File: src/core/inr_defs.svh
// Constants for the indicator null, security and range block
`ifndef INR_DEFS_SVH
`define INR_DEFS_SVH

// ****************************************************************
// Clock and prompt timing
// ****************************************************************
`define INR_CLK_KHZ 200000
`define INR_PROMPT_MS 2000
`define INR_INIT_MS 1000

// ****************************************************************
// Display and loop current limits
// ****************************************************************
`define INR_DISP_MAX 18'sh04e1f
`define INR_UNDER_UA 16'h0dac
`define INR_OVER_UA 16'h5208
`define INR_RESTART_UA 16'h0bb8
`define INR_ZERO_UA 16'h0fa0
`define INR_FULL_UA 16'h4e20
`define INR_BAR_SEGS 7'h64

// ****************************************************************
// Reset values
// ****************************************************************
`define INR_CODE_DEFAULT 16'h0000

`endif

File: src/core/inr_pkg.sv
// Types shared by the indicator null, security and range block
package inr_pkg;

    // ****************************************************************
    // Carriers
    // ****************************************************************
    typedef struct packed {
        logic p;
        logic e;
        logic up;
        logic dn;
        logic link;
    } inr_keys_t;

    typedef enum logic [4:0] {
        PR_INIT, PR_VALUE, PR_NULL, PR_CODE, PR_DIGITS, PR_SCROLL,
        PR_ROOT_ITEM, PR_CAL_ITEM, PR_COND_ITEM, PR_PBTN_ITEM, PR_NULL_ITEM,
        PR_CODE_ITEM, PR_SETTING, PR_WARN, PR_FILTER, PR_ZERO, PR_SPAN, PR_STORE
    } inr_prompt_t;

    typedef enum logic [2:0] {
        M_ROOT, M_CAL, M_COND, M_PBTN, M_NULL, M_CODE
    } inr_item_t;

    typedef struct packed {
        inr_prompt_t prompt;
        logic signed [17:0] value;
        logic blank;
        logic underInd;
        logic overInd;
        logic [15:0] digits;
        logic [1:0] digitSel;
    } inr_disp_t;

    typedef struct packed {
        logic [6:0] lo;
        logic [6:0] hi;
        logic arrowUp;
        logic negSeg;
        logic zeroBar;
    } inr_bar_t;

    typedef struct packed {
        logic rootOn;
        logic filter60;
        logic pctView;
        logic nullOn;
    } inr_cfg_t;

    // ****************************************************************
    // Controller states
    // ****************************************************************
    typedef enum logic [4:0] {
        S_INIT, S_DISP, S_DEVSHOW, S_CODEPROMPT, S_CODEENTRY, S_SCROLL,
        S_MENU, S_ROOT, S_NULLSEL, S_PBSEL, S_CODEEDIT, S_WARN, S_FILT,
        S_FREQ, S_CALLO, S_CALHI, S_STORE
    } inr_state_t;

    typedef struct packed {
        inr_keys_t s1;
        inr_keys_t s2;
        inr_keys_t prev;
    } inr_ksync_st_t;

    typedef struct packed {
        inr_state_t st;
        inr_item_t item;
        logic [31:0] timer;
        inr_cfg_t cfg;
        logic refCaptured;
        logic signed [17:0] refValue;
        logic [6:0] refBar;
        logic [15:0] storedCode;
        logic [15:0] effCode;
        logic [15:0] entryCode;
        logic [1:0] digitSel;
        logic storeReq;
        logic calPoint;
        logic storeSeen;
        inr_disp_t disp;
        inr_bar_t bar;
    } inr_top_st_t;

endpackage

File: src/core/inr_key_sync.sv
// Push-button and link synchroniser with press detection
`timescale 1ns/10ps
module inr_key_sync (
    input wire logic mclk,
    input wire logic rstnSync,
    input wire inr_pkg::inr_keys_t pins,
    output inr_pkg::inr_keys_t level,
    output inr_pkg::inr_keys_t press
);
    import inr_pkg::*;

    inr_ksync_st_t r; // Whole state
    inr_ksync_st_t n; // Next state

    // ****************************************************************
    // Two-stage capture, then edge detect on the settled copy
    // ****************************************************************
    always_comb begin
        n = r;
        n.s1 = pins; // First stage, read only by the second
        n.s2 = r.s1;
        n.prev = r.s2;
    end

    // State register
    always_ff @(posedge mclk or negedge rstnSync) begin
        if (!rstnSync) begin
            r <= '0;
        end else begin
            r <= n;
        end
    end

    // Press is one cycle; bounce filtering is left to the pad logic
    assign level = r.s2;
    assign press = r.s2 & ~r.prev;
endmodule

File: src/core/inr_panel.sv
// Front-panel controller: null function, access code, range display
`timescale 1ns/10ps
`include "inr_defs.svh"
module inr_panel #(
    parameter logic [31:0] PROMPT_CYCLES = 32'(`INR_PROMPT_MS * `INR_CLK_KHZ),
    parameter logic [31:0] INIT_CYCLES = 32'(`INR_INIT_MS * `INR_CLK_KHZ)
) (
    input wire logic mclk,
    input wire logic rstn,
    input wire inr_pkg::inr_keys_t keyPins,
    input wire logic signed [17:0] rawValue,
    input wire logic signed [17:0] pctValue,
    input wire logic signed [17:0] maValue,
    input wire logic [15:0] loopUa,
    input wire logic [1:0] alarmEn,
    input wire logic storeBusy,
    output inr_pkg::inr_disp_t disp,
    output inr_pkg::inr_bar_t bar,
    output inr_pkg::inr_cfg_t cfg,
    output logic storeReq,
    output logic calPoint
);
    import inr_pkg::*;

    // ****************************************************************
    // Helpers
    // ****************************************************************

    // Step one BCD digit of a code, wrapping 0..9
    function automatic logic [15:0] inr_step(input logic [15:0] c, input logic [1:0] sel,
                                             input logic up);
        logic [3:0] d;
        logic [15:0] res;
        begin
            d = c[{sel, 2'b00} +: 4];
            if (up) begin
                d = (d == 4'h9) ? 4'h0 : d + 4'h1;
            end else begin
                d = (d == 4'h0) ? 4'h9 : d - 4'h1;
            end
            res = c;
            res[{sel, 2'b00} +: 4] = d;
            inr_step = res;
        end
    endfunction

    logic [1:0] rstPipe; // Reset release synchroniser
    logic rstnSync; // Released reset used everywhere else
    inr_keys_t kl; // Settled button levels
    inr_keys_t kp; // One-cycle press events
    inr_top_st_t r; // Whole state
    inr_top_st_t n; // Next state
    logic signed [17:0] adjValue; // Value after deviation offset
    logic overRange; // Computed or current over-range
    logic underRange; // Computed or current under-range
    logic [6:0] curBar; // Bar position of live current
    logic chordPE; // P and E pressed together
    logic chordDE; // Down and E pressed together
    logic soloP; // P alone
    logic soloE; // E alone
    logic codeOk; // Submitted code is accepted
    logic devActive; // Offset applies now

    // ****************************************************************
    // Reset release
    // ****************************************************************
    always_ff @(posedge mclk or negedge rstn) begin
        if (!rstn) begin
            rstPipe <= 2'h0;
        end else begin
            rstPipe <= {rstPipe[0], 1'b1};
        end
    end
    assign rstnSync = rstPipe[1];

    // Buttons and override link come from pins
    inr_key_sync u_keys (
        .mclk(mclk),
        .rstnSync(rstnSync),
        .pins(keyPins),
        .level(kl),
        .press(kp)
    );

    // ****************************************************************
    // Deviation offset and range evaluation
    // ****************************************************************
    assign devActive = r.cfg.nullOn && r.refCaptured && (r.st != S_DEVSHOW);
    assign adjValue = devActive ? 18'(rawValue - r.refValue) : rawValue;

    inr_range_eval u_range (
        .value(adjValue),
        .currentUa(loopUa),
        .overRange(overRange),
        .underRange(underRange),
        .barPos(curBar)
    );

    // Chords win over single presses so a gesture never acts twice
    assign chordPE = kl.p && kl.e && (kp.p || kp.e);
    assign chordDE = kl.dn && kl.e && (kp.dn || kp.e);
    assign soloP = kp.p && !kl.e;
    assign soloE = kp.e && !kl.p && !kl.dn;

    // Override, zero code or exact match lets the operator in
    assign codeOk = kl.link || (r.effCode == `INR_CODE_DEFAULT)
                    || (r.entryCode == r.effCode);

    // ****************************************************************
    // Panel sequencer
    // ****************************************************************
    always_comb begin
        n = r;
        n.storeReq = 1'b0;
        if (r.timer != 32'h0) begin
            n.timer = r.timer - 32'h1;
        end
        case (r.st)
            // Power-up display sequence
            S_INIT: begin
                if (r.timer == 32'h0) begin
                    n.st = S_DISP;
                end
            end
            // Normal operation
            S_DISP: begin
                if (chordPE) begin
                    n.st = S_CODEPROMPT;
                end else if (chordDE && r.cfg.nullOn && !r.refCaptured
                             && (alarmEn == 2'h0)) begin
                    n.refValue = rawValue;
                    n.refBar = curBar;
                    n.refCaptured = 1'b1;
                    n.timer = PROMPT_CYCLES;
                    n.st = S_DEVSHOW;
                end
            end
            // Deviation prompt after a capture
            S_DEVSHOW: begin
                if (r.timer == 32'h0) begin
                    n.st = S_DISP;
                end
            end
            S_CODEPROMPT: begin
                if (soloP) begin
                    n.entryCode = 16'h0000;
                    n.digitSel = 2'h0;
                    n.st = S_CODEENTRY;
                end
            end
            S_CODEENTRY: begin
                if (kp.up || kp.dn) begin
                    n.entryCode = inr_step(r.entryCode, r.digitSel, kp.up);
                end else if (soloP) begin
                    n.digitSel = r.digitSel + 2'h1;
                end else if (soloE) begin
                    if (codeOk) begin
                        n.timer = PROMPT_CYCLES;
                        n.st = S_SCROLL;
                    end else begin
                        n.st = S_DISP;
                    end
                end
            end
            // Decimal points scroll, then first menu item
            S_SCROLL: begin
                if (r.timer == 32'h0) begin
                    n.item = M_ROOT;
                    n.st = S_MENU;
                end
            end
            // Main menu walk
            S_MENU: begin
                if (kp.up) begin
                    n.item = (r.item == M_CODE) ? M_ROOT : inr_item_t'(r.item + 3'h1);
                end else if (kp.dn) begin
                    n.item = (r.item == M_ROOT) ? M_CODE : inr_item_t'(r.item - 3'h1);
                end else if (soloE) begin
                    n.effCode = r.storedCode;
                    n.st = S_DISP;
                end else if (soloP) begin
                    n.digitSel = 2'h0;
                    case (r.item)
                        M_ROOT: n.st = S_ROOT;
                        M_CAL: n.st = S_CALLO;
                        M_COND: n.st = S_WARN;
                        M_PBTN: n.st = S_PBSEL;
                        M_NULL: n.st = S_NULLSEL;
                        M_CODE: n.st = S_CODEEDIT;
                        default: n.st = S_MENU;
                    endcase
                end
            end
            S_ROOT: begin
                if (kp.up || kp.dn) begin
                    n.cfg.rootOn = !r.cfg.rootOn;
                end else if (soloE) begin
                    n.st = S_MENU;
                end
            end
            // Deviation on/off; turning off re-arms the capture
            S_NULLSEL: begin
                if (kp.up || kp.dn) begin
                    n.cfg.nullOn = !r.cfg.nullOn;
                    if (r.cfg.nullOn) begin
                        n.refCaptured = 1'b0;
                    end
                end else if (soloE) begin
                    n.st = S_MENU;
                end
            end
            S_PBSEL: begin
                if (kp.up || kp.dn) begin
                    n.cfg.pctView = !r.cfg.pctView;
                end else if (soloE) begin
                    n.st = S_MENU;
                end
            end
            // Stored code shown and edited in place
            S_CODEEDIT: begin
                if (kp.up || kp.dn) begin
                    n.storedCode = inr_step(r.storedCode, r.digitSel, kp.up);
                end else if (soloP) begin
                    n.digitSel = r.digitSel + 2'h1;
                end else if (soloE) begin
                    n.st = S_MENU;
                end
            end
            // Conditioning warning, filter item, frequency
            S_WARN: begin
                if (soloP) begin
                    n.st = S_FILT;
                end else if (soloE) begin
                    n.st = S_MENU;
                end
            end
            S_FILT: begin
                if (soloP) begin
                    n.st = S_FREQ;
                end else if (soloE) begin
                    n.st = S_MENU;
                end
            end
            S_FREQ: begin
                if (kp.up || kp.dn) begin
                    n.cfg.filter60 = !r.cfg.filter60;
                end else if (soloE) begin
                    n.st = S_FILT;
                end
            end
            // Source calibration prompts; P stores the point
            S_CALLO, S_CALHI: begin
                if (kp.up) begin
                    n.st = S_CALHI;
                end else if (kp.dn) begin
                    n.st = S_CALLO;
                end else if (soloP) begin
                    n.calPoint = (r.st == S_CALHI);
                    n.storeReq = 1'b1;
                    n.storeSeen = 1'b0;
                    n.timer = PROMPT_CYCLES;
                    n.st = S_STORE;
                end else if (soloE) begin
                    n.st = S_MENU;
                end
            end
            // Timeout guards against a store that never answers
            S_STORE: begin
                if (storeBusy) begin
                    n.storeSeen = 1'b1;
                end
                if ((r.storeSeen && !storeBusy) || (r.timer == 32'h0)) begin
                    n.st = r.calPoint ? S_CALHI : S_CALLO;
                end
            end
            default: n.st = S_INIT;
        endcase

        // Loss of loop current overrides the next state and timer from any state
        if (loopUa < `INR_RESTART_UA) begin
            n.st = S_INIT;
            n.timer = INIT_CYCLES;
        end

        // Readout
        n.disp.value = adjValue;
        n.disp.blank = 1'b0;
        n.disp.underInd = 1'b0;
        n.disp.overInd = 1'b0;
        n.disp.digits = (r.st == S_CODEEDIT) ? r.storedCode : r.entryCode;
        n.disp.digitSel = r.digitSel;
        case (r.st)
            S_INIT: n.disp.prompt = PR_INIT;
            S_DEVSHOW: n.disp.prompt = PR_NULL;
            S_CODEPROMPT: n.disp.prompt = PR_CODE;
            S_CODEENTRY, S_CODEEDIT: n.disp.prompt = PR_DIGITS;
            S_SCROLL: n.disp.prompt = PR_SCROLL;
            S_MENU: n.disp.prompt = inr_prompt_t'(PR_ROOT_ITEM + r.item);
            S_ROOT, S_NULLSEL, S_PBSEL, S_FREQ: n.disp.prompt = PR_SETTING;
            S_WARN: n.disp.prompt = PR_WARN;
            S_FILT: n.disp.prompt = PR_FILTER;
            S_CALLO: n.disp.prompt = PR_ZERO;
            S_CALHI: n.disp.prompt = PR_SPAN;
            S_STORE: n.disp.prompt = PR_STORE;
            default: n.disp.prompt = PR_VALUE;
        endcase
        if (r.st == S_DISP) begin
            if (kl.p) begin
                n.disp.value = r.cfg.pctView ? pctValue : maValue;
            end else if (overRange || underRange) begin
                n.disp.blank = 1'b1;
                n.disp.overInd = overRange;
                n.disp.underInd = underRange && !overRange;
            end
        end

        // Bargraph, unaffected by the P-held readout
        n.bar = '0;
        if (overRange) begin
            n.bar.arrowUp = 1'b1;
        end else if (underRange) begin
            n.bar.negSeg = 1'b1;
            n.bar.zeroBar = 1'b1;
        end else if (devActive) begin
            n.bar.lo = (curBar < r.refBar) ? curBar : r.refBar;
            n.bar.hi = (curBar < r.refBar) ? r.refBar : curBar;
        end else begin
            n.bar.hi = curBar;
        end
    end

    // ****************************************************************
    // State register
    // ****************************************************************
    always_ff @(posedge mclk or negedge rstnSync) begin
        if (!rstnSync) begin
            r <= '0;
            r.st <= S_INIT;
            r.timer <= INIT_CYCLES;
            r.storedCode <= `INR_CODE_DEFAULT;
            r.effCode <= `INR_CODE_DEFAULT;
            r.disp.prompt <= PR_INIT;
        end else begin
            r <= n;
        end
    end

    // Outputs straight from the state register
    assign disp = r.disp;
    assign bar = r.bar;
    assign cfg = r.cfg;
    assign storeReq = r.storeReq;
    assign calPoint = r.calPoint;
endmodule

File: src/core/inr_range_eval.sv
// Range check and bargraph position from loop current
`timescale 1ns/10ps
module inr_range_eval (
    input wire logic signed [17:0] value,
    input wire logic [15:0] currentUa,
    output logic overRange,
    output logic underRange,
    output logic [6:0] barPos
);
    `include "inr_defs.svh"
    import inr_pkg::*;

    localparam logic [15:0] UA_PER_SEG = 16'((`INR_FULL_UA - `INR_ZERO_UA) / `INR_BAR_SEGS);

    logic [15:0] aboveZero; // Current over the 4 mA point

    // ****************************************************************
    // Display range and current limits
    // ****************************************************************
    always_comb begin
        overRange = (value > `INR_DISP_MAX) || (currentUa > `INR_OVER_UA);
        underRange = (value < -`INR_DISP_MAX) || (currentUa < `INR_UNDER_UA);
    end

    // ****************************************************************
    // Bar follows calibration: 4 mA is zero, 20 mA full scale
    // ****************************************************************
    always_comb begin
        aboveZero = '0;
        if (currentUa <= `INR_ZERO_UA) begin
            barPos = '0;
        end else if (currentUa >= `INR_FULL_UA) begin
            barPos = `INR_BAR_SEGS;
        end else begin
            aboveZero = currentUa - `INR_ZERO_UA;
            barPos = 7'(aboveZero / UA_PER_SEG);
        end
    end
endmodule
File: config.mk
export PLATFORM = sky130hd
export DESIGN_NAME = inr_panel
export DESIGN_NICKNAME = d
export VERILOG_FILES = /design/src/core/inr_pkg.sv /design/src/core/inr_key_sync.sv /design/src/core/inr_panel.sv /design/src/core/inr_range_eval.sv
export VERILOG_INCLUDE_DIRS = /design/src /design/src/core
export SDC_FILE = /design/constraint.sdc
export NUM_CORES = 1
export LEC_CHECK = 0
export BUFFER_PORTS_ARGS = -buffer_cell sky130_fd_sc_hd__buf_2
export CAP_MARGIN = 30
export CORE_MARGIN = 2
export CORE_UTILIZATION = 30
export DETAILED_ROUTE_END_ITERATION = 6
export SYNTH_ARGS = -nofsm -noshare
export SYNTH_HDL_FRONTEND = slang
export SYNTH_SLANG_ARGS = --single-unit
File: constraint.sdc
create_clock -name mclk -period 7.1 [get_ports mclk]
set_input_delay 1.42 -clock mclk [delete_from_list [all_inputs] [get_ports mclk]]
set_output_delay 1.42 -clock mclk [all_outputs]
set_load 0.02 [all_outputs]
======== Yosys cells after proc, flatten, opt, wreduce, memory -nomap -nowiden ========
Index checks and enable logic that the tools add are counted.
Widths: inputs -> output; s select.
storage, ports and cells
  flip-flop bits (word level) ............. 201
  input bits .............................. 80
operators by class
  add/sub/neg operators ................... 12
  div/mod/pow operators ................... 1
  magnitude comparators ................... 8
  equality and inequality tests ........... 59
  shift operators ......................... 5
  multiplexer cells ....................... 98
  bitwise gates (word level) .............. 5
  reduce and logical (&&, ||, !) cells .... 65
operator list
  cell                   count
  $mux 32                11
  $mux 5                 24
  $pmux 32 s3            1
  $mux 18                4
  $pmux 5 s13            1
  $pmux 5 s12            1
  $mux 26                2
  $mux 7                 6
  $eq 5x4->1 const B     8
  $mux 4                 10
  $ne 3x3->1 const B     13
  $bwmux 16              2
  $logic_not 32->1       1
  $lt 16x12->1 const B   2
  $mux 16                2
  $ne 2x2->1 const B     16
  $pmux 16 s2            1
  $reduce_bool 32->1     1
  $shiftx 16x5->4        2
  $shiftx 4x6->16        2
  $sub 32x1->32 const B  1
  $mux 3                 10
  $mux 14                2
  $pmux 4 s6             1
  other kinds (60)       129

======== Depth between registers and ports, before layout ========
Gate-level depths: netlist (run 1).
  word-level depth ........................ 11
  gate-level depth with buffers ........... 27

======== By module ========
A second synthesis (run 1) with hierarchy kept.
second synthesis, totals
  cells, all modules ...................... 1460
  area total of the unflattened synthesis .. 13425.4 um^2
by module, submodules not included
  module          times used  cells an instance  area each (um^2)  sequential area each (um^2)
  inr_panel       1           1157               11021.8           4644.5
  inr_range_eval  1           278                1921.8            0.0
  inr_key_sync    1           25                 481.7             375.4

======== Least setup slack after synthesis (run 1) ========
OpenSTA, ideal clock, no wires.
  path type ............................... input-to-reg
  start point ............................. input port loopUa[5]
  end point ............................... register r, in the netlist bar[3]
  arrival time ............................ 6.760 ns
  required time ........................... 6.975 ns
  slack ................................... 0.215 ns
  stages on the path ...................... 26
  path buffers ............................ 3
  path through ............................ clkbuf_1 -> inv_1 -> ha_1 -> buf_4 -> and3b_1 -> buf_2 -> a21boi_1 -> or4_1 -> nor4bb_1 -> or4_1 -> a32oi_1 -> a21oi_1 -> or4_4 -> o311ai_4 -> maj3_1 -> a21oi_1 -> o21bai_1 -> inv_1 -> ha_1 -> a21o_1 -> a21o_1 -> a211oi_1 -> nor2_1 -> a31oi_4 -> and2_4 -> mux2_4
RTL lines
  what                  RTL line          text
  from (decl)           inr_panel.sv:14   input wire logic [15:0] loopUa,
  to (signal assigned)  inr_panel.sv:344  r <= n;
  to (decl)             inr_panel.sv:51   inr_top_st_t r;

==> results of run 1 <==
worst max-delay path: cells and delay by family:
family / cells / cell delay [ps]
AND/OR/NAND/NOR: 7 / 2360
buffers and inverters: 4 / 470
multiplexers: 1 / 220
adder cells (fa/ha/maj): 3 / 810
AO/OA/AOI/OAI: 10 / 1730
layout by cell type (no fill, tap or decap), drive strengths merged, types with 11 or more instances in the layout:
| cell | synthesis | routed |
|---|---|---|
| xnor2 | 44 | 44 |
| or4 | 11 | 11 |
| a31oi | 15 | 15 |
| dfstp | 12 | 12 |
| dfrtp | 187 | 187 |
| nor3b | 16 | 16 |
| o21ai | 95 | 95 |
| nor2b | 29 | 29 |
| nand2 | 124 | 124 |
| a21oi | 96 | 96 |
| o211ai | 13 | 13 |
| a211oi | 25 | 25 |
| nand2b | 13 | 13 |
| a21o | 14 | 14 |
| nand3 | 35 | 35 |
| mux2i | 21 | 21 |
| xor2 | 28 | 28 |
| inv | 54 | 60 |
| and2 | 15 | 15 |
| nor3 | 43 | 43 |
| nor2 | 97 | 97 |
| clkbuf | 41 | 18 |
| nor4 | 27 | 27 |
| or3 | 13 | 13 |
| mux2 | 55 | 55 |
| buf | 82 | 172 |
| ha | 41 | 41 |
where the power goes:
group | switching (mW) | internal, mW | total (mW)
Clock | 0.520 | 0.517 | 1.04
Combinational | 0.275 | 0.191 | 0.467
Sequential | 0.0518 | 1.19 | 1.24
Total | 0.847 | 1.90 | 2.75
routing by layer:
layer	track usage (%)	vias up	routed length, um
met2	26.16	337	16340
met1	21.48	5166	15980
met4	5.561	0	1119
met3	3.933	61	2271
met5	0	-	0
li1	-	5125	-
cells by family (layout without fill, tap and decap cells):
logic type                 count (synthesis)  in the layout  synth area share, %
adders and majority gates                 46             46                4.479
other                                      1              1              0.02931
buffers and inverters                    177            258                7.227
muxes                                     84             84                7.922
AOI/OAI and AO/OA                        356            356                18.34
and+or+nand+nor                          460            460                18.03
DFF                                      199            199                39.04
xor gates and xnor gates                  72             72                4.929
path summary, 6_finish.rpt:
check,from,end,slack [ps]
max,loopUa[6],bar[11]$_DFF_PN0_,420
min,u_keys.n[8]$_DFF_PN0_,u_keys.level[3]$_DFF_PN0_,350
max reg2reg,r[182]$_DFFE_PN0P_,disp[19]$_DFF_PN0_,2440
min reg2reg,u_keys.n[8]$_DFF_PN0_,u_keys.level[3]$_DFF_PN0_,350
max in group asynchronous,rstPipe[1]$_DFF_PN0_,r[181]$_DFFE_PN0P_,5450
min in group asynchronous,rstPipe[1]$_DFF_PN0_,u_keys.n[7]$_DFF_PN0_,410
area by class of cell:
| cell class | count | area (um^2) | share of cell area (%) |
|---|---|---|---|
| timing repair buffer | 172 | 938.4 | 6.545 |
| inverter | 54 | 202.7 | 1.414 |
| tap | 539 | 674.4 | 4.704 |
| multi-input combinational | 1019 | 6895 | 48.09 |
| sequential | 199 | 4999 | 34.86 |
| clock buffer | 18 | 429.2 | 2.993 |
| clock inverter | 14 | 198.9 | 1.388 |
registers in the layout, summed over array words and instances (netlist names):
name	count
disp	44
u_keys.n	5
n	2
calPoint	1
rstPipe	2
r	115
cfg	4
u_keys.level	5
storeReq	1
bar	16
u_keys.r	4
through the flow:
step	instances	instance area, um^2	setup WS, ps	util [%]
floorplan	1395	12790	214.9	-
global placement	1983	13690	201.9	32.57
detailed placement	1983	13690	102.7	32.57
CTS	2015	14320	553.1	34.06
global route	2015	14340	-5.037	34.10
finish	2015	14340	424.2	34.10
timing repair:
| action | in CTS | in global routing |
|---|---|---|
| setup endpoints to repair | 0 | 3 |
| resized for setup | 0 | 2 |
| hold buffers | 0 | 0 |
==> key figures, run 1 <==
Synthesis
  • Area contributors post-synth: dfrtp_1 37%, mux2_2 4.8%, ha_1 4.0%
  • Post-synthesis area per instance: 9.171 um^2
  • Syn. warnings: 0
  • Cell Area, Synth: 0.01279 mm^2
  • Yosys top cell area share: 36.58%
  • Number of flops mapped to enable cells by yosys: 0
  • Seq/Total Area, Yosys: 39.04%
  • Synth async-reset ratio: 100.0%
  • Most common cell in the netlist: dfrtp_1
  • Netlist cell types: 91
  • Post-synthesis cell count: 1395
  • Top FF cell, synth: dfrtp_1
  • Syn Nets: 1517
  • Yosys reg bits: 199
  • Yosys top cell by area: dfrtp_1
  • Most common library cells after synthesis: 187 x dfrtp_1, 124 x nand2_1, 97 x nor2_1

Clock tree
  • Clk slew on worst S/H paths: 80 ps
  • H-Tree Depth: 4
  • TritonCTS clock tree: built
  • Worst-skew pair later-pin latency: 450 ps
  • CTS root buffer: clkbuf_16
  • CTS sink cnt: 199
  • Setup repair bufs after CTS: 0
  • Num CTS Buffers: 17
  • Clock buffer depth: 2

Placement
  • Routability cong.: 0.8957
  • Post-DP HPWL: 26340 um
  • PortBufs: 146

Status
  • Status: finished clean

Finish
  • Area Growth Syn to Fin: 12.07%
  • Ant diodes: 0
  • Final net count: 1585
  • Filler cell count: 4292
  • Layout cells sized above 1: 20.66%

GRT
  • Vias in the first global route: 10320
  • GRT Total Usage: 16.29%
  • Initial antenna violation count: 0
  • Grt ovf: 0
  • First-pass GRT wire length: 57350 um
  • Largest net degree at the start of global routing: 138

Setup path
  • Critical path fanouts, max: 12
  • Worst Path Required: 7420 ps
  • Startpoint type of the worst setup path: input pin
  • Worst Setup End Kind: register
  • Max stage delay on crit path: 540 ps
  • CP max stage cell: or4_1
  • Worst R2R Path Depth: 14
  • Arrival time at the worst endpoint: 7000 ps
  • Crit path kind: input pin to register

Power
  • Pwr Total: 2.745 mW
  • Pwr dens: 191.5 mW/mm^2
  • Leak: 6.322 nW
  • Peak supply drop: 0.0001567 V

STA
  • Setup tns final: 0 ps
  • Final hold violations: 0
  • Slew margin rel.: 37.15%
  • Fmax: 0.1498 GHz
  • Final period util: 94.03%
  • Final Critical Period: 6676 ps
  • Hold Slack: 350.8 ps
  • Slew Limit Fails: 0
  • Skew final: 11.46 ps
  • Tightest Pin Transition: 940.5 ps
  • Setup violations, final: 0

Drt
  • Wirelength, routed: 35710 um
  • Routed wire per std cell: 17.72 um
  • DR pass1 iterations: 5
  • Drt first-iter violations: 733
  • Final ANT Viol Nets: 0
  • Final routed DRC violation total: 0
  • Via Count: 10690
  • Via/cell ratio: 5.305

Worst hold path
  • Hold Crit Depth: 0
  • Min-Delay Path Class: register to register

Floorplanning
  • Chip Width: 210.5 um
  • Starting density of the core: 30.43%
  • Core Box Area: 0.04204 mm^2
  • Io pins: 147
  • Die H: 210.5 um
  • Die area: 0.04431 mm^2
  • Core Rows: 75

Flow run
  • Max-cap violations: 0
No activity file was read; power rests on OpenSTA's default activity.
==> run 2: changes to the inputs <==
clock period = 5.9 ns   (was 7.1 ns; I/O delays follow)
==> run 2 against run 1 <==
Compared with the run above: first-iteration DRC count up 7.6%; largest power group unchanged; highest routed layer is now met5; wire length is 2.1% higher; via count is 3.3% higher.
==> key figures, run 2 (synthesis gave the netlist of run 1 again) <==
Flow run
  • Max-cap violations: 0 (unchanged)

Clock tree
  • Num CTS Buffers: 17 (unchanged)
  • H-Tree Depth: 4 (unchanged)
  • TritonCTS clock tree: built
  • CTS root buffer: clkbuf_16
  • Worst-skew pair later-pin latency: 450 ps (about the same)
  • CTS sink cnt: 199 (unchanged)
  • Hold-fix buffers, CTS: 0 (unchanged)
  • Clock buffer depth: 2 (unchanged)
  • Clk slew on worst S/H paths: 70 ps (about the same)

Power
  • Peak supply drop: 0.0001684 V (+7.4%)
  • Pwr Total: 3.368 mW (+23%)
  • Leak: 6.797 nW (+7.5%)
  • Pwr dens: 220.8 mW/mm^2 (+15%)

Floorplanning
  • Die H: 210.5 um (unchanged)
  • Core Box Area: 0.04204 mm^2 (unchanged)
  • Starting density of the core: 30.43% (unchanged)
  • Chip Width: 210.5 um (unchanged)
  • Io pins: 147 (unchanged)
  • Die area: 0.04431 mm^2 (unchanged)
  • Core Rows: 75 (unchanged)

Setup path
  • Crit path kind: input pin to register
  • Arrival time at the worst endpoint: 6200 ps (-800 ps)
  • Critical path fanouts, max: 6 (-6)
  • CP max stage cell: or4_4
  • CP Launch Point: loopUa[5]
  • Worst Setup End Kind: register
  • CP top delay family: compound AO/OA/AOI/OAI gates
  • Worst R2R Start: r[154]$_DFF_PN0_
  • Worst Path Required: 6230 ps (-1190 ps)
  • Max stage delay on crit path: 520 ps (-20 ps)
  • Worst Path Buf+Inv: 4 (unchanged)
  • Startpoint type of the worst setup path: input pin

Finish
  • Layout cells sized above 1: 27.14% (+6.5 points)
  • Filler cell count: 4248 (-1.0%)
  • Commonest cells after routing, fill and taps aside: 186 x dfrtp_1, 145 x buf_2, 124 x nand2_1, 106 x buf_4, 95 x nor2_1
  • Final net count: 1671 (+5.4%)
  • Sequential cell area: 0.004999 mm^2 (unchanged)
  • Multi-input logic area: 0.007148 mm^2 (+3.7%)
  • Most common cell after layout, fill and taps aside: dfrtp_1
  • Max FFs per register: 115 (unchanged)
  • Area Growth Syn to Fin: 19.23%
  • Top reg by flops: r

STA
  • Fmax: 0.1706 GHz
  • Final hold violations: 0 (unchanged)
  • Setup violations, final: 0 (unchanged)
  • Setup WS post-layout: 37.47 ps (-386.7 ps)
  • Setup tns final: 0 ps (unchanged)
  • Slew Limit Fails: 0 (unchanged)
  • Tightest Pin Transition: 910.1 ps (-30.45 ps)
  • Final period util: 99.36%
  • Hold Slack: 351.7 ps (+0.9430 ps)
  • RSZ-0062 raised after global routing: yes
  • Skew final: 12.28 ps (+0.8250 ps)
  • Final Critical Period: 5863 ps
  • Slew margin rel.: 38.77% (+1.6 points)

GRT
  • GRT Total Usage: 16.39% (+0.10 points)
  • Initial antenna violation count: 2 (+2)
  • First-pass GRT wire length: 58130 um (+1.4%)
  • Grt ovf: 0 (unchanged)
  • Vias in the first global route: 10790 (+4.6%)
  • Largest net degree at the start of global routing: 153 (+11%)

Drt
  • DR pass1 iterations: 5 (unchanged)
  • Via/cell ratio: 5.251 (-1.0%)
  • Via Count: 11040 (+3.3%)
  • Drt first-iter violations: 789 (+7.6%)
  • Routed wire per std cell: 17.35 um (-2.1%)
  • Final routed DRC violation total: 0 (unchanged)
  • Final ANT Viol Nets: 0 (unchanged)
  • Wirelength, routed: 36470 um (+2.1%)

Placement
  • Placement Setup Slack: -439.7 ps (-542.4 ps)
  • Post-DP HPWL: 27040 um (+2.6%)
  • Routability cong.: 0.8898 (-0.66%)
  • PortBufs: 146 (unchanged)

Worst hold path
  • Min-Delay Path Class: register to register
  • Hold Path Origin: u_keys.n[8]$_DFF_PN0_

Status
  • Status: finished clean
run 2: cell count changes in the layout (fill, tap and decap cells not counted), moves of 3 or more:
cell and delta:
buf_6 +4, a21oi_2 +3, nor3_2 +3, a21oi_1 -3, nor3_1 -4, buf_4 +81
run 2: stage by stage:
| step | util (%) | std cells | instance area [um^2] |
|---|---|---|---|
| after floorplan | - | 1395 | 12970 |
| after global placement | 34.24 | 2060 | 14400 |
| after detailed placement | 34.25 | 2061 | 14400 |
| after CTS | 35.69 | 2093 | 15000 |
| after global routing | 36.28 | 2102 | 15250 |
| final | 36.28 | 2102 | 15250 |
run 2: final cells by class:
| type | count | share of cell area, % |
|---|---|---|
| clock inverters | 15 | 1.165 |
| well taps | 539 | 4.421 |
| clock buffers | 17 | 2.789 |
| diodes | 1 | 0.01641 |
| flip-flops and latches | 199 | 32.77 |
| repair buffers | 258 | 10.60 |
| inverters | 54 | 1.378 |
| multi-input cells | 1019 | 46.86 |
run 2: path summary, 6_finish.rpt:
check                      cells past startpoint                         to  slack (ps)
max in group asynchronous                      1         r[182]$_DFFE_PN0P_        4290
hold / removal                                 0  u_keys.level[3]$_DFF_PN0_         350
min in group asynchronous                      0         disp[29]$_DFF_PN0_         360
hold reg to reg                                0  u_keys.level[3]$_DFF_PN0_         350
setup / recovery                              25           bar[3]$_DFF_PN0_          40
setup reg to reg                              12           r[171]$_DFF_PN1_        1540
run 2: metal layers:
layer	up-vias	global-route usage, %	wire [um]
met5	-	0	11
met4	2	5.440	998
li1	5289	-	-
met3	56	2.712	1833
met1	5362	22.11	16590
met2	329	26.73	17030
run 2: worst register-to-register path: cells and delay by family, from the launching register on:
kind                      cells  cell delay (ps)
xor gates and xnor gates      1              120
and+or+nand+nor              10             3560
AOI/OAI and AO/OA             1              160
DFF                           1              440
run 2: timing repair:
item	CTS	global route
cloned	0	0
buffers inserted	0	9
setup endpoints to repair	1	14
resized for setup	1	35
pin swaps	1	23
run 2: report_power, final:
group	internal [mW]	switching (mW)
Combinational	0.310	0.369
Clock	0.576	0.620
Sequential	1.43	0.0623
Total	2.32	1.05
==> run 3: changes to the inputs <==
REMOVE_ABC_BUFFERS = 1   (was not set)
==> run 3 against run 2 <==
Compared with the run above: the flow now finishes with violations (setup timing); wire length is 2.0% higher; combinational power grew 2%; via count up 0.59%; count of clock-buffer cells in the layout stayed put; critical endpoint unchanged.
==> key figures, run 3 (synthesis gave the netlist of run 1 again) <==
Setup path
  • Flop2flop setup slack: 1320 ps (-220 ps)
  • Worst Path Required: 6240 ps (about the same)
  • Worst Setup End Kind: register
  • Crit path kind: input pin to register
  • Arrival time at the worst endpoint: 6240 ps (+40 ps)
  • Cell Chain, Critical Path: buf_8 -> inv_4 -> ha_4 -> and3b_2 -> a21boi_1 -> or4_1 -> nor4bb_4 -> or4_1 -> a32oi_1 -> a21oi_2 -> or4_4 -> o311ai_4 -> maj3_2 -> a21oi_2 -> o21bai_1 -> inv_2 -> ha_4 -> a21o_1 -> a21o_1 -> a211oi_2 -> nor2_2 -> a31oi_4 -> and2_4 -> mux2_4
  • Startpoint type of the worst setup path: input pin
  • Max stage delay on crit path: 550 ps (+30 ps)
  • CP max stage cell: or4_1
  • Critical path fanouts, max: 4 (-2)

Drt
  • DR pass1 iterations: 5 (unchanged)
  • Via Count: 11100 (+0.59%)
  • Final routed DRC violation total: 0 (unchanged)
  • Final ANT Viol Nets: 0 (unchanged)
  • Drt first-iter violations: 781 (-1.0%)
  • Routed wire per std cell: 17.58 um (+1.3%)
  • Via/cell ratio: 5.247 (about the same)
  • Wirelength, routed: 37190 um (+2.0%)

STA
  • Slew Limit Fails: 0 (unchanged)
  • Final period util: 100.1% (+0.71 points)
  • Tightest Pin Transition: 1065 ps (+155.3 ps)
  • Setup tns final: -4.125 ps (-4.125 ps)
  • Fmax: 0.1694 GHz (-0.70%)
  • Final Critical Period: 5904 ps (+41.60 ps)
  • Final hold violations: 0 (unchanged)
  • Skew final: 17.47 ps (+5.182 ps)
  • RSZ-0062 raised after global routing: yes
  • Slew margin rel.: 28.98% (-9.8 points)
  • Setup violations, final: 1 (+1)
  • Hold Slack: 356.3 ps (+4.536 ps)
  • Setup WS post-layout: -4.125 ps (-41.60 ps)

Placement
  • Placed cell areas: 0.01437 mm^2 (-0.21%)
  • Post-DP HPWL: 27350 um (+1.2%)
  • Cell count after placement: 2072 (+0.53%)
  • Placement Setup Slack: -690.8 ps (-251.2 ps)
  • Routability cong.: 0.8978 (+0.90%)
  • PortBufs: 146 (unchanged)

Finish
  • Layout cells sized above 1: 27.71% (+0.57 points)
  • Final non-filler cell total: 2116 (+0.67%)
  • Fin util: 36.43% (+0.15 points)
  • Ant diodes: 0 (-1)
  • Max FFs per register: 115 (unchanged)
  • Commonest cells after routing, fill and taps aside: 186 x dfrtp_1, 145 x buf_2, 124 x nand2_1, 121 x buf_4, 95 x nor2_1
  • Area Growth Syn to Fin: 19.71%
  • Top reg by flops: r
  • Final net count: 1686 (+0.90%)
  • Filler cell count: 4241 (-0.16%)
  • Finished Cell Area: 0.01531 mm^2 (+0.40%)
  • Most common cell after layout, fill and taps aside: dfrtp_1

GRT
  • GRT Total Usage: 16.82% (+0.43 points)
  • Met1 Use GR: 22.44% (+0.32 points)
  • GR Util met3: 2.652% (-0.060 points)
  • Largest net degree at the start of global routing: 198 (+29%)
  • Initial antenna violation count: 2 (unchanged)
  • First-pass GRT wire length: 59200 um (+1.8%)
  • Busiest grt layer: met2
  • Grt ovf: 0 (unchanged)
  • M2 GR Usage: 27.65% (+0.92 points)
  • Vias in the first global route: 10880 (+0.90%)

Worst hold path
  • Min-Delay Path Class: register to register

Clock tree
  • H-Tree Depth: 4 (unchanged)
  • Num CTS Buffers: 17 (unchanged)
  • TritonCTS clock tree: built
  • Clock buffer depth: 2 (unchanged)
  • CTS root buffer: clkbuf_16
  • CTS sink cnt: 199 (unchanged)
  • Hold-fix buffers, CTS: 0 (unchanged)
  • Clk slew on worst S/H paths: 90 ps (+20 ps)
  • Worst-skew pair later-pin latency: 450 ps (about the same)

Power
  • Pwr dens: 224.5 mW/mm^2 (+1.7%)
  • Pwr Total: 3.438 mW (+2.1%)
  • Leak: 6.870 nW (+1.1%)
  • Peak supply drop: 0.0001779 V (+5.7%)

Floorplanning
  • Chip Width: 210.5 um (unchanged)
  • Die area: 0.04431 mm^2 (unchanged)
  • Starting density of the core: 30.43% (unchanged)
  • Core Rows: 75 (unchanged)
  • Die H: 210.5 um (unchanged)
  • Io pins: 147 (unchanged)
  • Core Box Area: 0.04204 mm^2 (unchanged)

Status
  • Status: complete, but fails checks
  • Violated checks: setup timing

Flow run
  • Max-cap violations: 0 (unchanged)
-- run 3: layout make-up --
type,count,area (um^2),share of cell area (%)
clock buffers,17,425.4,2.778
multi-input cells,1019,7062,46.11
clock inverters,15,212.7,1.389
flip-flops and latches,199,4999,32.64
well taps,539,674.4,4.404
inverters,54,207.7,1.356
repair buffers,273,1734,11.32
-- run 3: path summary, 6_finish.rpt --
check / from / end / cells past startpoint
max in group asynchronous: rstPipe[1]$_DFF_PN0_ / bar[1]$_DFF_PN0_ / 1
max reg2reg: r[179]$_DFFE_PN0P_ / disp[19]$_DFF_PN0_ / 12
min reg2reg: u_keys.n[7]$_DFF_PN0_ / u_keys.level[2]$_DFF_PN0_ / 0
min: u_keys.n[7]$_DFF_PN0_ / u_keys.level[2]$_DFF_PN0_ / 0
max: loopUa[6] / bar[3]$_DFF_PN0_ / 24
min in group asynchronous: rstn / rstPipe[1]$_DFF_PN0_ / 1
-- run 3: report_power, final --
part / switching, mW / internal, mW / leakage, nW
clock: 0.634 / 0.626 / 0.308
combinational: 0.372 / 0.320 / 3.94
sequential: 0.0548 / 1.43 / 2.63
-- run 3: worst max-delay path, delay by kind of cell --
family	cells	cell delay (ps)
AND/OR/NAND/NOR	7	2310
multiplexers	1	290
buffers and inverters	3	200
AO/OA/AOI/OAI	10	1600
adder cells (fa/ha/maj)	3	670
-- run 3: metal layers --
metal / part of all wire [%] / routed length (um)
met2: 47 / 17490
met3: 4.3 / 1583
met4: 2.8 / 1044
met1: 46 / 17040
met5: 0.073 / 27
-- run 3: repair_timing --
item	4_1_cts	5_1_grt
endpoints found under the setup margin	13	14
gates resized for setup	12	34
buffers inserted	5	7
hold endpoints to repair	0	0
pin swaps	11	25
